### config.mk
export PLATFORM = sky130hd
export DESIGN_NAME = fpu_control_status_regs
export DESIGN_NICKNAME = d
export VERILOG_FILES = /design/src/fpu_control_status_pkg.sv /design/src/fpu_control_status_trap_check.sv /design/src/fpu_control_status_denorm_check.sv /design/src/fpu_control_status_regs.sv
export VERILOG_INCLUDE_DIRS = /design/src /design/src/src
export SDC_FILE = /design/constraint.sdc
export NUM_CORES = 1
export LEC_CHECK = 0
export ABC_CLOCK_PERIOD_IN_PS = 2100
export BUFFER_PORTS_ARGS = -buffer_cell sky130_fd_sc_hd__buf_2
export CAP_MARGIN = 30
export CORE_ASPECT_RATIO = 1.75
export CORE_MARGIN = 5
export CORE_UTILIZATION = 50
export CTS_CLUSTER_SIZE = 14
export DETAILED_ROUTE_END_ITERATION = 7
export GPL_ROUTABILITY_DRIVEN = 1
export PLACE_DENSITY_LB_ADDON = 0.05
export SYNTH_ARGS = -nofsm -noshare
export SYNTH_HDL_FRONTEND = slang
export SYNTH_SLANG_ARGS = --single-unit
### constraint.sdc
create_clock -name clk -period 2.1 [get_ports clk]
set_clock_uncertainty 0.05 [all_clocks]
set_input_delay 0.105 -clock clk [delete_from_list [all_inputs] [get_ports clk]]
set_output_delay 0.105 -clock clk [all_outputs]
set_load 0.005 [all_outputs]
### src/fpu_control_status_cfg.svh
`ifndef FPU_CONTROL_STATUS_CFG_SVH
`define FPU_CONTROL_STATUS_CFG_SVH

// ****************************************
// Coprocessor register numbers
// ****************************************
`define FPU_CONTROL_STATUS_REG_MODE_VIEW 5'h1c
`define FPU_CONTROL_STATUS_REG_FULL 5'h1f

// ****************************************
// Field positions, full word
// ****************************************
`define FPU_CONTROL_STATUS_CC_HI_MSB 31
`define FPU_CONTROL_STATUS_CC_HI_LSB 25
`define FPU_CONTROL_STATUS_FLUSH_BIT 24
`define FPU_CONTROL_STATUS_CC_LO_BIT 23
`define FPU_CONTROL_STATUS_OVR_BIT 22
`define FPU_CONTROL_STATUS_NEAR_BIT 21
`define FPU_CONTROL_STATUS_MADD_BIT 20
`define FPU_CONTROL_STATUS_ABSNEG_BIT 19
`define FPU_CONTROL_STATUS_NAN_BIT 18
`define FPU_CONTROL_STATUS_CAUSE_MSB 17
`define FPU_CONTROL_STATUS_CAUSE_LSB 12
`define FPU_CONTROL_STATUS_EN_MSB 11
`define FPU_CONTROL_STATUS_EN_LSB 7
`define FPU_CONTROL_STATUS_FLAG_MSB 6
`define FPU_CONTROL_STATUS_FLAG_LSB 2
`define FPU_CONTROL_STATUS_RM_MSB 1
`define FPU_CONTROL_STATUS_RM_LSB 0

// ****************************************
// Field positions, reduced view
// ****************************************
`define FPU_CONTROL_STATUS_VIEW_FLUSH_BIT 2

// ****************************************
// Fixed values and reset values
// ****************************************
`define FPU_CONTROL_STATUS_MADD_VAL 1'b0
`define FPU_CONTROL_STATUS_ABSNEG_VAL 1'b1
`define FPU_CONTROL_STATUS_NAN_VAL 1'b1
`define FPU_CONTROL_STATUS_RST_CC 8'h00
`define FPU_CONTROL_STATUS_RST_CAUSE 6'h00
`define FPU_CONTROL_STATUS_RST_EN 5'h00
`define FPU_CONTROL_STATUS_RST_FLAG 5'h00
`define FPU_CONTROL_STATUS_RST_RM 2'h0

`endif

### src/fpu_control_status_pkg.sv
`default_nettype none

package fpu_control_status_pkg;

    // Rounding selector values
    typedef enum logic [1:0] {
        FPU_CONTROL_STATUS_RND_NEAREST = 2'h0,
        FPU_CONTROL_STATUS_RND_ZERO = 2'h1,
        FPU_CONTROL_STATUS_RND_PLUS = 2'h2,
        FPU_CONTROL_STATUS_RND_MINUS = 2'h3
    } fpu_control_status_round_e;

    // Five IEEE exception classes, invalid first
    typedef struct packed {
        logic invalid;
        logic divZero;
        logic overflow;
        logic underflow;
        logic inexact;
    } fpu_control_status_exc_s;

    // Report of one finished arithmetic instruction
    typedef struct packed {
        logic valid;
        logic unimpl;
        fpu_control_status_exc_s exc;
    } fpu_control_status_result_s;

    // Register move from the core
    typedef struct packed {
        logic wrEn;
        logic [4:0] regNum;
        logic [31:0] data;
    } fpu_control_status_move_s;

    // Controls handed to the arithmetic datapath
    typedef struct packed {
        logic flushZero;
        logic flushOverride;
        logic flushNearest;
        fpu_control_status_round_e round;
    } fpu_control_status_mode_s;

endpackage : fpu_control_status_pkg

`default_nettype wire

### src/fpu_control_status_trap_check.sv
`default_nettype none

`include "fpu_control_status_cfg.svh"

module fpu_control_status_trap_check
    import fpu_control_status_pkg::*;
(
    // Stored cause and enable bits
    input wire logic [5:0] cause,
    input wire logic [4:0] trap_mask_bits,
    // Trap request toward the core
    output logic trapReq,
    output logic [5:0] trapCause
);

    // Unimplemented-operation cause always traps; others need their enable
    always_comb begin
        trapCause = {cause[5], cause[4:0] & trap_mask_bits};
        trapReq = |trapCause;
    end

endmodule : fpu_control_status_trap_check

`default_nettype wire

### src/fpu_control_status_denorm_check.sv
`default_nettype none

`include "fpu_control_status_cfg.svh"

module fpu_control_status_denorm_check
    import fpu_control_status_pkg::*;
(
    // Operand class flags from the datapath
    input wire logic denormIn,
    // Active mode
    input wire fpu_control_status_mode_s mode,
    // Decisions
    output logic zeroInput,
    output logic unimplExc,
    output logic tinyToZero,
    output logic tinyNearest
);

    // Denormal handling and tiny-result policy
    always_comb begin
        zeroInput = denormIn && mode.flushZero;
        unimplExc = denormIn && !mode.flushZero;
        // Override keeps unlimited exponent and suppresses both tiny-result forcings; zeroInput still follows flushZero
        tinyNearest = !mode.flushOverride && mode.flushNearest
            && (mode.round == FPU_CONTROL_STATUS_RND_NEAREST);
        tinyToZero = !mode.flushOverride && !tinyNearest
            && (mode.flushZero || mode.flushNearest);
    end

endmodule : fpu_control_status_denorm_check

`default_nettype wire

### src/fpu_control_status_regs.sv
`default_nettype none

`include "fpu_control_status_cfg.svh"

module fpu_control_status_regs
    import fpu_control_status_pkg::*;
(
    // Clock and reset
    input wire logic clk,
    input wire logic sys_rst,
    // Register moves from the core
    input wire fpu_control_status_move_s move,
    input wire logic [4:0] rdRegNum,
    output logic [31:0] rdData,
    // Compare results
    input wire logic cmpValid,
    input wire logic [2:0] cmpIndex,
    input wire logic cmpResult,
    input wire logic [2:0] testIndex,
    output logic condTrue,
    // Arithmetic results
    input wire fpu_control_status_result_s result,
    input wire logic denormIn,
    // Mode toward the datapath
    output fpu_control_status_mode_s mode,
    output logic zeroInput,
    output logic unimplExc,
    output logic tinyToZero,
    output logic tinyNearest,
    output logic nanQuietMsb,
    // Trap toward the core
    output logic trapReq,
    output logic [5:0] trapCause
);

    // ****************************************
    // Storage
    // ****************************************
    logic [7:0] cc_q;  // Compare result bits
    logic flush_q;  // Flush to zero
    logic ovr_q;  // Flush override
    logic near_q;  // Flush to nearest
    logic [5:0] cause_q;  // Cause, bit 5 is unimplemented op
    logic [4:0] en_q;  // Trap trap_mask_bits
    logic [4:0] flag_q;  // Sticky flags
    logic [1:0] rm_q;  // Rounding selector
    logic wrFull;
    logic wrView;
    logic [31:0] rdData_d;  // Read word chosen this cycle
    logic [31:0] rdData_q;  // Read word held for the core

    // Write decode for the two views
    always_comb begin
        wrFull = move.wrEn && (move.regNum == `FPU_CONTROL_STATUS_REG_FULL);
        wrView = move.wrEn && (move.regNum == `FPU_CONTROL_STATUS_REG_MODE_VIEW);
    end

    // Compare bits: hardware compare wins over a software move
    always_ff @(posedge clk) begin
        if (sys_rst) begin
            cc_q <= `FPU_CONTROL_STATUS_RST_CC;
        end else begin
            if (wrFull) begin
                cc_q <= {move.data[`FPU_CONTROL_STATUS_CC_HI_MSB:`FPU_CONTROL_STATUS_CC_HI_LSB], move.data[`FPU_CONTROL_STATUS_CC_LO_BIT]};
            end
            if (cmpValid) begin
                cc_q[cmpIndex] <= cmpResult;
            end
        end
    end

    // Branch and conditional-move test
    always_comb begin
        condTrue = cc_q[testIndex];
    end

    // Trap_mask_bits, flush and rounding: both views hit the same bits
    always_ff @(posedge clk) begin
        if (sys_rst) begin
            en_q <= `FPU_CONTROL_STATUS_RST_EN;
            flush_q <= 1'b0;
            rm_q <= `FPU_CONTROL_STATUS_RST_RM;
        end else if (wrFull) begin
            en_q <= move.data[`FPU_CONTROL_STATUS_EN_MSB:`FPU_CONTROL_STATUS_EN_LSB];
            flush_q <= move.data[`FPU_CONTROL_STATUS_FLUSH_BIT];
            rm_q <= move.data[`FPU_CONTROL_STATUS_RM_MSB:`FPU_CONTROL_STATUS_RM_LSB];
        end else if (wrView) begin
            en_q <= move.data[`FPU_CONTROL_STATUS_EN_MSB:`FPU_CONTROL_STATUS_EN_LSB];
            flush_q <= move.data[`FPU_CONTROL_STATUS_VIEW_FLUSH_BIT];
            rm_q <= move.data[`FPU_CONTROL_STATUS_RM_MSB:`FPU_CONTROL_STATUS_RM_LSB];
        end
    end

    // Override and nearest controls exist only in the full word
    always_ff @(posedge clk) begin
        if (sys_rst) begin
            ovr_q <= 1'b0;
            near_q <= 1'b0;
        end else if (wrFull) begin
            ovr_q <= move.data[`FPU_CONTROL_STATUS_OVR_BIT];
            near_q <= move.data[`FPU_CONTROL_STATUS_NEAR_BIT];
        end
    end

    // Cause: replaced by each instruction; a same-cycle result beats the move
    always_ff @(posedge clk) begin
        if (sys_rst) begin
            cause_q <= `FPU_CONTROL_STATUS_RST_CAUSE;
        end else if (result.valid) begin
            cause_q <= {result.unimpl, result.exc};
        end else if (wrFull) begin
            cause_q <= move.data[`FPU_CONTROL_STATUS_CAUSE_MSB:`FPU_CONTROL_STATUS_CAUSE_LSB];
        end
    end

    // Sticky flags: set wins over a software clear in the same cycle
    always_ff @(posedge clk) begin
        if (sys_rst) begin
            flag_q <= `FPU_CONTROL_STATUS_RST_FLAG;
        end else begin
            flag_q <= (wrFull ? move.data[`FPU_CONTROL_STATUS_FLAG_MSB:`FPU_CONTROL_STATUS_FLAG_LSB] : flag_q)
                | (result.valid ? result.exc : 5'h00);
        end
    end

    // ****************************************
    // Read mux
    // ****************************************
    always_comb begin
        rdData_d = 32'h0000_0000;
        if (rdRegNum == `FPU_CONTROL_STATUS_REG_FULL) begin
            rdData_d[`FPU_CONTROL_STATUS_CC_HI_MSB:`FPU_CONTROL_STATUS_CC_HI_LSB] = cc_q[7:1];
            rdData_d[`FPU_CONTROL_STATUS_FLUSH_BIT] = flush_q;
            rdData_d[`FPU_CONTROL_STATUS_CC_LO_BIT] = cc_q[0];
            rdData_d[`FPU_CONTROL_STATUS_OVR_BIT] = ovr_q;
            rdData_d[`FPU_CONTROL_STATUS_NEAR_BIT] = near_q;
            rdData_d[`FPU_CONTROL_STATUS_MADD_BIT] = `FPU_CONTROL_STATUS_MADD_VAL;
            rdData_d[`FPU_CONTROL_STATUS_ABSNEG_BIT] = `FPU_CONTROL_STATUS_ABSNEG_VAL;
            rdData_d[`FPU_CONTROL_STATUS_NAN_BIT] = `FPU_CONTROL_STATUS_NAN_VAL;
            rdData_d[`FPU_CONTROL_STATUS_CAUSE_MSB:`FPU_CONTROL_STATUS_CAUSE_LSB] = cause_q;
            rdData_d[`FPU_CONTROL_STATUS_EN_MSB:`FPU_CONTROL_STATUS_EN_LSB] = en_q;
            rdData_d[`FPU_CONTROL_STATUS_FLAG_MSB:`FPU_CONTROL_STATUS_FLAG_LSB] = flag_q;
            rdData_d[`FPU_CONTROL_STATUS_RM_MSB:`FPU_CONTROL_STATUS_RM_LSB] = rm_q;
        end else if (rdRegNum == `FPU_CONTROL_STATUS_REG_MODE_VIEW) begin
            // Bits 31..12 and 6..3 stay zero
            rdData_d[`FPU_CONTROL_STATUS_EN_MSB:`FPU_CONTROL_STATUS_EN_LSB] = en_q;
            rdData_d[`FPU_CONTROL_STATUS_VIEW_FLUSH_BIT] = flush_q;
            rdData_d[`FPU_CONTROL_STATUS_RM_MSB:`FPU_CONTROL_STATUS_RM_LSB] = rm_q;
        end
    end

    // Read word is registered so the core sees a steady value;
    // it trails the register select by one clock, and a write in
    // that same clock only shows on the following read
    always_ff @(posedge clk) begin
        if (sys_rst) begin
            rdData_q <= 32'h0000_0000;
        end else begin
            rdData_q <= rdData_d;
        end
    end

    // Port driven straight from the flop
    always_comb begin
        rdData = rdData_q;
    end

    // Mode out; NaN quiet bit polarity is fixed at one
    always_comb begin
        mode.flushZero = flush_q;
        mode.flushOverride = ovr_q;
        mode.flushNearest = near_q;
        mode.round = fpu_control_status_round_e'(rm_q);
        nanQuietMsb = `FPU_CONTROL_STATUS_NAN_VAL;
    end

    // ****************************************
    // Submodules
    // ****************************************
    fpu_control_status_trap_check u_trap (
        .cause(cause_q),
        .trap_mask_bits(en_q),
        .trapReq(trapReq),
        .trapCause(trapCause)
    );

    fpu_control_status_denorm_check u_denorm (
        .denormIn(denormIn),
        .mode(mode),
        .zeroInput(zeroInput),
        .unimplExc(unimplExc),
        .tinyToZero(tinyToZero),
        .tinyNearest(tinyNearest)
    );
endmodule : fpu_control_status_regs

`default_nettype wire

==> run metrics, run 1 <==
RSZ-0062 raised after global routing=no; relative slew slack=55.8%; kind of critical path=reg -> out; Yosys top cell area share=49.2%; worst skew pair latency=0.33 ns; Area contributors post-synth=dfxtp_1, and2_1, o21ai_0; post-synth net total=318; worst setup margin=around 0.36 ns; area grow syn2layout=34.8%; dominant cell type by area after synthesis=dfxtp_1; worst path arrival time=1.59 ns; largest net degree at the start of global routing=30; Worst-Margin Slew=0.662 ns; Die Wd=between 60 and 70 um; final core utilization=69.3%; CP endpoint kind=output port; Max Slew Vio Count=0; # DRC=0; pre-CTS setup slack=0.707 ns; Final min period=approximately 1.7 ns; leakage=around 1.5 nW; clock buffer count from CTS=9; starting density of the core=51.4%; Vias=2316; MaxCap Viol Count=0; Tot Pwr=0.00238 W; critical path startpoint category=register; yosys warns=0; Post-Route Setup TNS=0 ns; # diodes=0; DP Wirelength=~4900 um; Final Setup Violations=0; Total Routing Usage GR=21.6%; Placer Congestion=approximately 0.8; post-synthesis sequential area ratio=49.2%; total grt overflow=0; worst min path class=in -> reg; #FFs+latches synth=59; clock transition at the registers of the reported paths=0.07 ns; PwrDens=736 mW/mm^2; CTS tree=done; Core Area=0.00467 mm^2; antenna-violating nets left=0; CTS H-Tree Depth=3; post-synth cell types=40; most frequent cells in the layout=buf_2, dfxtp_1, and2_1; Fin. Hold Viols=0; Async SR Flop Fraction=0%; routed len/inst=16.0 um; Root Driver=clkbuf_8; global-route wire length before repair=10900 um; Max VDD drop=0.699 mV; 1st-pass router iterations=6; Port Buffers=105; Max Buffers Root-to-Sink=2; Crit Path Max Fanout=3; post-CTS setup buffer count=0; Post-synth EDFFs=0; syn_area_per_cell=around 9.3 um^2; Clock Sinks=between 50 and 60; Die H=102 um; Final nets=430; Die Area=0.00634 mm^2; # resized after CTS=0; Tcrit/Tclk final=83.0%; drt total wl=6810 um; cells after synthesis=~260; Fmax=574 MHz; Top Ports=111; vias per cell=between 5 and 6; row count=33; most common cell after layout, fill and taps aside=buf_2; vias in the first global route=2263; outcome=complete, no violations; initial DRC count=84; ys flop type=dfxtp_1; synthesized area=0.00240 mm^2; layout cell share with drive strength beyond 1=35.8%; antenna violations before repair=0; worst path required time=1.95 ns
-- Yosys cell counts (all sizes together) (2+ instances only) --
master  instances
dfxtp          59
and2           36
o21ai          30
a21oi          20
nand3          14
buf            13
a32oi          11
clkbuf         11
a31oi           8
a221oi          6
inv             6
nor2b           6
nor2            5
nand2           4
a211oi          3
a21o            3
conb            2
mux4            2
nor3            2
nor3b           2
or2             2
-- cells by family after synthesis --
group / Yosys count / share of synthesized area (%)
AO/OA/AOI/OAI: 83 / 21.3
XOR/XNOR: 2 / 0.730
buffers and inverters: 30 / 6.62
flip-flops: 59 / 49.2
multiplexers: 3 / 2.35
other: 2 / 0.313
AND/OR/NAND/NOR: 78 / 19.5
-- power by group --
group,internal (W),leakage [nW],total (W),switching [W]
clock,0.000542,0.0950,0.000996,0.000454
sequential,0.00114,0.479,0.00116,0.0000172
combinational,0.000107,0.912,0.000221,0.000114
total,0.00179,1.49,0.00238,0.000585
-- stage by stage --
step / instances / cell area, um^2 / hold slack (ns)
global placement: 395 / 2890 / 0.313
floorplan: 257 / 2400 / 0.203
detailed placement: 395 / 2890 / 0.318
global route: 426 / 3230 / 0.0301
CTS: 426 / 3230 / 0.000539
finish: 426 / 3230 / 0.0146
-- layer usage --
layer | track usage, % | share of wire [%] | vias up | routed length (um)
li1 | - | - | 1139 | -
met4 | 14.9 | 3.6 | 0 | 246
met3 | 5.44 | 7.9 | 15 | 541
met5 | 0 | 0 | - | 0
met2 | 38.2 | 55 | 106 | 3740
met1 | 21.9 | 34 | 1056 | 2280
-- state kept, by name, indices dropped and copies added, names as in the netlist, 2 cells and up --
register and count:
rdData 30, rm_q 2, flag_q 5, cc_q 8, en_q 5, cause_q 6
-- layout make-up --
| cell class | count | area [um^2] |
|---|---|---|
| clock buffers | 9 | 124 |
| clock inverters | 7 | 68.8 |
| fillers | 407 | 1430 |
| inverters | 6 | 22.5 |
| multi-input cells | 168 | 1060 |
| flip-flops and latches | 59 | 1180 |
| well taps | 52 | 65.1 |
| repair buffers | 125 | 713 |
-- critical path: stages, from the launching register on --
cell and delay, ns:
dfxtp_1 0.33, and2_4 0.15, or2_0 0.20, or4b_1 0.45, buf_2 0.14
-- repair_timing --
action	4_1_cts	5_1_grt
endpoints found under the setup margin	0	0
hold buffers	15	0
hold endpoints to repair	15	0
-- final timing paths --
| check | start | end | slack, ns | cells past startpoint |
|---|---|---|---|---|
| setup / recovery | en_q[1] | trapReq | 0.36 | 4 |
| hold / removal | rdRegNum[0] | rdData[2] | 0.01 | 3 |
| setup reg to reg | cause_q[5] | cause_q[5] | 1.13 | 2 |
| hold reg to reg | flag_q[2] | rdData[4] | 0.41 | 1 |
Power figures use the tool's default switching activity.
==> run 2, diff against run 1 <==
- ABC_AREA: unset -> 1
- ABC_CLOCK_PERIOD_IN_PS: 2100 -> 1800
- CORE_UTILIZATION: 50 -> 47
- clock period: 2.1 -> 1.8 ns (I/O delays scaled with it)
==> run 2 against run 1 <==
  * Sequential power grew 16%
  * Synthesized cell count grew 43%
  * Power grew 33%
  * Worst hold slack lost 0.0021 ns
  * Area after synthesis grew 6.3%
  * Core utilization shrank 4.8 points
  * Critical endpoint is now tinyToZero
  * Largest cell class unchanged
==> run metrics, run 2 <==
# DRC=0 (unchanged); outcome=complete, no violations; clock transition at the registers of the reported paths=0.06 ns (about the same); drt total wl=6700 um (-1.7%); Tcrit/Tclk final=82.1%; layout cell share with drive strength beyond 1=28.6% (-7.3 points); row count=35 (+6.1%); antenna-violating nets left=0 (unchanged); CP endpoint kind=output port; initial DRC count=113 (+35%); critical path capture point=tinyToZero; WHS=0.0125 ns (-0.00214 ns); post-synth cell types=25 (-38%); ys flop type=dfxtp_1; Sequential Power Share=42.9% (-5.9 points); clock buffer count from CTS=9 (unchanged); Final nets=539 (+25%); Gate power share=8.5% (-0.8 points); Core Area=0.00526 mm^2 (+13%); Vias=2518 (+8.7%); most frequent cells in the layout=buf_2, nand2_1, nor2_1; Final Setup Violations=0 (unchanged); leakage=1.89 nW (+27%); Root Driver=clkbuf_8; Total Routing Usage GR=20.2% (-1.4 points); Crit Path Max Fanout=4 (+1); fill count=525 (+29%); Pint=0.00248 W (+38%); kind of critical path=reg -> out; CTS tree=done; syn_area_per_cell=6.93 um^2 (-26%); CTS H-Tree Depth=3 (unchanged); Cell Area, Placed=0.00304 mm^2 (+5.3%); most frequent cell after synthesis=nand2_1; sw frac=21.2% (-3.4 points); crit path launch=near_q; dominant cell type by area after synthesis=dfxtp_1; global-route wire length before repair=10800 um (-0.70%); Final min period=~1.5 ns; #FFs+latches synth=59 (unchanged); PwrDens=931 mW/mm^2 (+27%); cells after synthesis=368 (+43%); reg-to-reg endpoint=rdData[2]; Fmax=between 600 and 700 MHz; Clock Sinks=59 (unchanged); placed cells=514 (+30%); MaxCap Viol Count=0 (unchanged); Die Wd=65.7 um (+5.3%); Port Buffers=105 (unchanged); DP Wirelength=5070 um (+3.5%); Post-Route Setup TNS=0 ns (unchanged); area grow syn2layout=32.8%; Max Slew Vio Count=0 (unchanged); worst skew pair latency=0.33 ns (about the same); vias per cell=4.67 (-14%); yosys warns=0 (unchanged); worst r2r path cells=2 (unchanged); Die H=107 um (+5.7%); # resized after CTS=0 (unchanged); vias in the first global route=2481 (+9.6%); synthesized area=0.00255 mm^2 (+6.3%); R2R setup slack=0.93 ns (-0.20 ns); Yosys top cell area share=46.3% (-2.9 points); post-synthesis sequential area ratio=46.3% (-2.9 points); worst path required time=1.66 ns (-0.29 ns); antenna violations before repair=0 (unchanged); Fin. Hold Viols=0 (unchanged); commonest cells in the netlist=nand2_1, nor2_1, dfxtp_1, inv_1, nand3_1; critical path startpoint category=register; Top Ports=111 (unchanged); Die Area=0.00706 mm^2 (+11%); worst path arrival time=1.34 ns (-0.25 ns); starting density of the core=48.5% (-2.9 points); routed len/inst=12.4 um (-22%); Clock power frac=48.6% (+6.7 points); Max VDD drop=0.557 mV (-20%); Max Buffers Root-to-Sink=2 (unchanged); Area contributors post-synth=dfxtp_1, nand2_1, nor2_1; post-synth net total=429 (+35%); Critical R2R Launch=flush_q; fin cells=539 (+27%); RSZ-0062 raised after global routing=no; Post-synth EDFFs=0 (unchanged); max FFs per register=30 (unchanged); Async SR Flop Fraction=0% (unchanged); most common cell after layout, fill and taps aside=buf_2; Switching Power=0.000670 W (+14%); largest net degree at the start of global routing=21 (-30%); worst min path class=in -> reg; 1st-pass router iterations=4 (-2); total grt overflow=0 (unchanged); Placer Congestion=0.794 (-0.70%); fin area=0.00339 mm^2 (+4.8%)
==> run 2: changes by cell type in the layout (fill, tap and decap cells not counted), moves of 7 or more <==
cell           delta
nand2_1          +83
a32oi_1          -11
dlygate4sd3_1     -7
inv_1            +52
nor2_1           +60
nand3_1          +16
a31oi_1           -8
and2_1           -33
o21ai_0          -12
a21oi_1          -11
==> run 2: area by class of cell <==
class                   count  area [um^2]  share of cell area [%]
well taps                  55         68.8                    2.03
diodes                      1         2.50                  0.0739
multi-input cells         230         1010                    29.8
inverters                  61          229                    6.76
clock inverters             4         95.1                    2.81
repair buffers            117          636                    18.8
flip-flops and latches     59         1180                    34.9
clock buffers              12          165                    4.88
==> run 2: timing repair <==
| item | 4_1_cts | 5_1_grt |
|---|---|---|
| setup buffers | 0 | 0 |
| hold endpoints to repair | 8 | 0 |
| hold buffers | 8 | 0 |
==> run 2: power groups by stage <==
| stage | clock [W] | sequential (W) | combinational (W) |
|---|---|---|---|
| after floorplan | 0 | 0.00138 | 0.000155 |
| after global placement | 0 | 0.00138 | 0.000250 |
| after detailed placement | 0 | 0.00138 | 0.000254 |
| after CTS | 0.00156 | 0.00135 | 0.000269 |
| after global routing | 0.00162 | 0.00136 | 0.000307 |
| final | 0.00153 | 0.00135 | 0.000267 |
==> run 2: kinds of logic (layout without fill, tap and decap cells) <==
logic type / after synthesis / after routing / synth area share, %
compound gates: 36 / 36 / 8.10
buf+inv: 79 / 194 / 14.1
flops: 59 / 59 / 46.3
other cells: 2 / 3 / 0.295
simple gates: 192 / 192 / 31.2
==> run 2: metrics by stage <==
stage / power, W / util, % / setup slack [ns]
after floorplan: 0.00153 / - / 0.835
after global placement: 0.00163 / 57.9 / 0.525
after detailed placement: 0.00164 / 57.9 / 0.499
after CTS: 0.00318 / 64.4 / 0.384
after global routing: 0.00329 / 64.4 / 0.188
final: 0.00315 / 64.5 / 0.323
==> run 2: per-layer routing <==
metal | GRT usage, % | share of wire [%] | up-vias | wire, um
met5 | 0 | 0 | - | 0
met4 | 12.3 | 4.3 | 0 | 291
met3 | 4.70 | 4.4 | 23 | 292
met2 | 38.4 | 56 | 68 | 3760
met1 | 18.3 | 35 | 1095 | 2360
li1 | - | - | 1332 | -
==> run 2: worst max-delay path, stage by stage (launching register included) <==
cell and delay [ns]:
dfxtp_1 0.38, inv_1 0.08, nor4_1 0.34, nor2_1 0.07, buf_2 0.14
==> run 2: worst min-delay path by stage <==
stage / to / slack [ns] / startpoint / cells after the start
finish: en_q[4] / 0.01 / move[11] / 3
CTS: en_q[4] / 0.009 / move[11] / 3
global placement: ovr_q / 0.28 / move[22] / 3
global route: en_q[4] / 0.02 / move[11] / 3
floorplan: near_q / 0.19 / move[21] / 2
detailed placement: ovr_q / 0.29 / move[22] / 3
==> run 3, diff against run 2 <==
- ABC_CLOCK_PERIOD_IN_PS: 1800 -> 1200
- CORE_UTILIZATION: 47 -> 42
- clock period: 1.8 -> 1.2 ns (I/O delays scaled with it)
==> run 3 against run 2 <==
  * The flow now finishes with violations (setup timing)
  * Die area is 10% higher
  * Via count is 3.5% higher
  * Final cell count is 7.4% higher
  * Cell area is 5.2% higher
  * Clock-buffer cell count is 2 lower
  * Wire length is 2.2% higher
  * Critical path depth is 3 higher
  * Setup slack worse by 0.39 ns
  * Sequential cell count stayed put
  * Sequential share of layout area is 1.2 points lower
  * Power is 32% higher
  * Register-to-register slack worse by 0.58 ns
  * Largest cell class unchanged
==> run metrics, run 3 (synthesis gave the netlist of run 2 again) <==
Cell Area, Placed=0.00312 mm^2 (+2.4%); outcome=finished with violations; Port Buffers=105 (unchanged); slowest stage delay, CP=0.35 ns (-0.03 ns); Max Buffers Root-to-Sink=2 (unchanged); Final Setup Violations=4 (+4); PwrDens=1170 mW/mm^2 (+26%); layout cell share with drive strength beyond 1=34.9% (+6.4 points); fin cells=579 (+7.4%); CP Cell Sequence=inv_2 > a21oi_2 > o21ai_1 > nand2_1 > nand2_1 > nand2_1 > buf_2; Die H=113 um (+5.2%); placed cells=543 (+5.6%); kind of critical path=reg -> out; Final nets=558 (+3.5%); # DRC=0 (unchanged); Total Routing Usage GR=18.2% (-2.0 points); final core utilization=60.6% (-3.8 points); critical path startpoint category=register; RSZ-0062 raised after global routing=yes; Top Ports=111 (unchanged); failing checks=setup timing; 1st-pass router iterations=4 (unchanged); Core Area=0.00588 mm^2 (+12%); worst path arrival time=1.16 ns (-0.18 ns); area grow syn2layout=39.8%; MaxCap Viol Count=0 (unchanged); antenna violations before repair=0 (unchanged); global-route wire length before repair=10600 um (-2.3%); total grt overflow=0 (unchanged); row count=37 (+5.7%); most frequent cells in the layout=buf_2, nand2_1, nor2_1; clock transition at the registers of the reported paths=0.07 ns (about the same); CP most frequent cell=nand2_1; fin area=0.00356 mm^2 (+5.2%); Clock Sinks=59 (unchanged); worst path required time=1.09 ns (-0.57 ns); worst min path class=in -> reg; Root Driver=clkbuf_8; Critical-path top delay cell=dfxtp_2; Final min period=1.27 ns; worst setup margin=-0.0656 ns (-0.388 ns); CTS tree=done; # diodes=0 (-1); drt total wl=6850 um (+2.2%); CP endpoint kind=output port; Fin. Hold Viols=0 (unchanged); routed len/inst=11.8 um (-4.9%); Die Wd=68.9 um (+4.9%); most common cell after layout, fill and taps aside=buf_2; vias in the first global route=2515 (+1.4%); largest net degree at the start of global routing=21 (unchanged); Max VDD drop=0.763 mV (+37%); leakage=1.96 nW (+3.6%); DP Wirelength=5300 um (+4.7%); Tcrit/Tclk final=105%; clock buffer count from CTS=9 (unchanged); CP top delay family=flip-flops; max FFs per register=30 (unchanged); Vias=2605 (+3.5%); worst skew pair latency=0.33 ns (about the same); Crit Path Max Fanout=2 (-2); Max Slew Vio Count=0 (unchanged); Die Area=0.00779 mm^2 (+10%); CTS H-Tree Depth=3 (unchanged); Fmax=790 MHz; initial DRC count=135 (+19%); vias per cell=4.50 (-3.7%); starting density of the core=43.4% (-5.2 points); Tot Pwr=0.00417 W (+32%); Placer Congestion=0.827 (+4.2%); antenna-violating nets left=0 (unchanged); Bufs and invs on worst path=2 (unchanged)
==> run 3: cell count changes in the layout (fill, tap and decap cells not counted), moves of 3 or more <==
cell / delta
dfxtp_1: -13
buf_4: +12
dfxtp_2: +12
dlygate4sd3_1: +7
inv_1: -6
inv_2: +6
nand2_1: -4
clkbuf_8: -3
nand2_2: +3
==> run 3: report_power, final <==
group | internal [W] | total (W) | switching (W)
registers | 0.00200 | 0.00204 | 0.0000330
clock network | 0.000939 | 0.00169 | 0.000753
logic | 0.000211 | 0.000446 | 0.000235
total | 0.00315 | 0.00417 | 0.00102
==> run 3: path summary, 6_finish.rpt <==
check,from,to,slack [ns],cells after the start
hold / removal,move[28],cc_q[4],0.006,5
setup reg to reg,cc_q[2],cc_q[2],0.35,5
hold reg to reg,cause_q[4],rdData[16],0.38,2
setup / recovery,cc_q[5],condTrue,-0.07,7
==> run 3: worst reg2reg max path: stages, from the launching register on <==
cell	delay, ns
dfxtp_1	0.34
buf_4	0.15
nand2_1	0.06
nand3_1	0.06
nand2_1	0.06
inv_1	0.04
==> run 3: repair_timing <==
item	CTS	global route
pin swaps	3	1
setup endpoints to repair	4	11
hold buffers	15	0
hold endpoints to repair	13	0
gates resized for setup	21	12
buffers inserted	2	4
==> run 3: cell type report <==
class                      instances  area [um^2]
clock buffer                      10          128
clock inverter                     5         55.1
fill                             608         2310
inverter                          61          229
multi-input combinational        230         1060
sequential                        59         1200
tap                               78         97.6
timing repair buffer             136          796
==> run 3: per-layer routing <==
layer	share of wire, %	up-vias	global-route usage [%]
met1	35	1158	16.0
met2	57	64	35.8
li1	-	1369	-
met3	5.0	14	4.87
met4	2.7	0	7.29
met5	0	-	0
==> run 3: through the flow <==
stage / TNS [ns] / setup WS (ns) / hold slack, ns
2_1_floorplan: 0 / 0.265 / 0.137
3_3_place_gp: 0 / 0.137 / 0.248
3_5_place_dp: 0 / 0.123 / 0.254
4_1_cts: -0.241 / -0.0805 / 0.00333
5_1_grt: -0.539 / -0.156 / 0.0139
6_report: -0.169 / -0.0656 / 0.00605
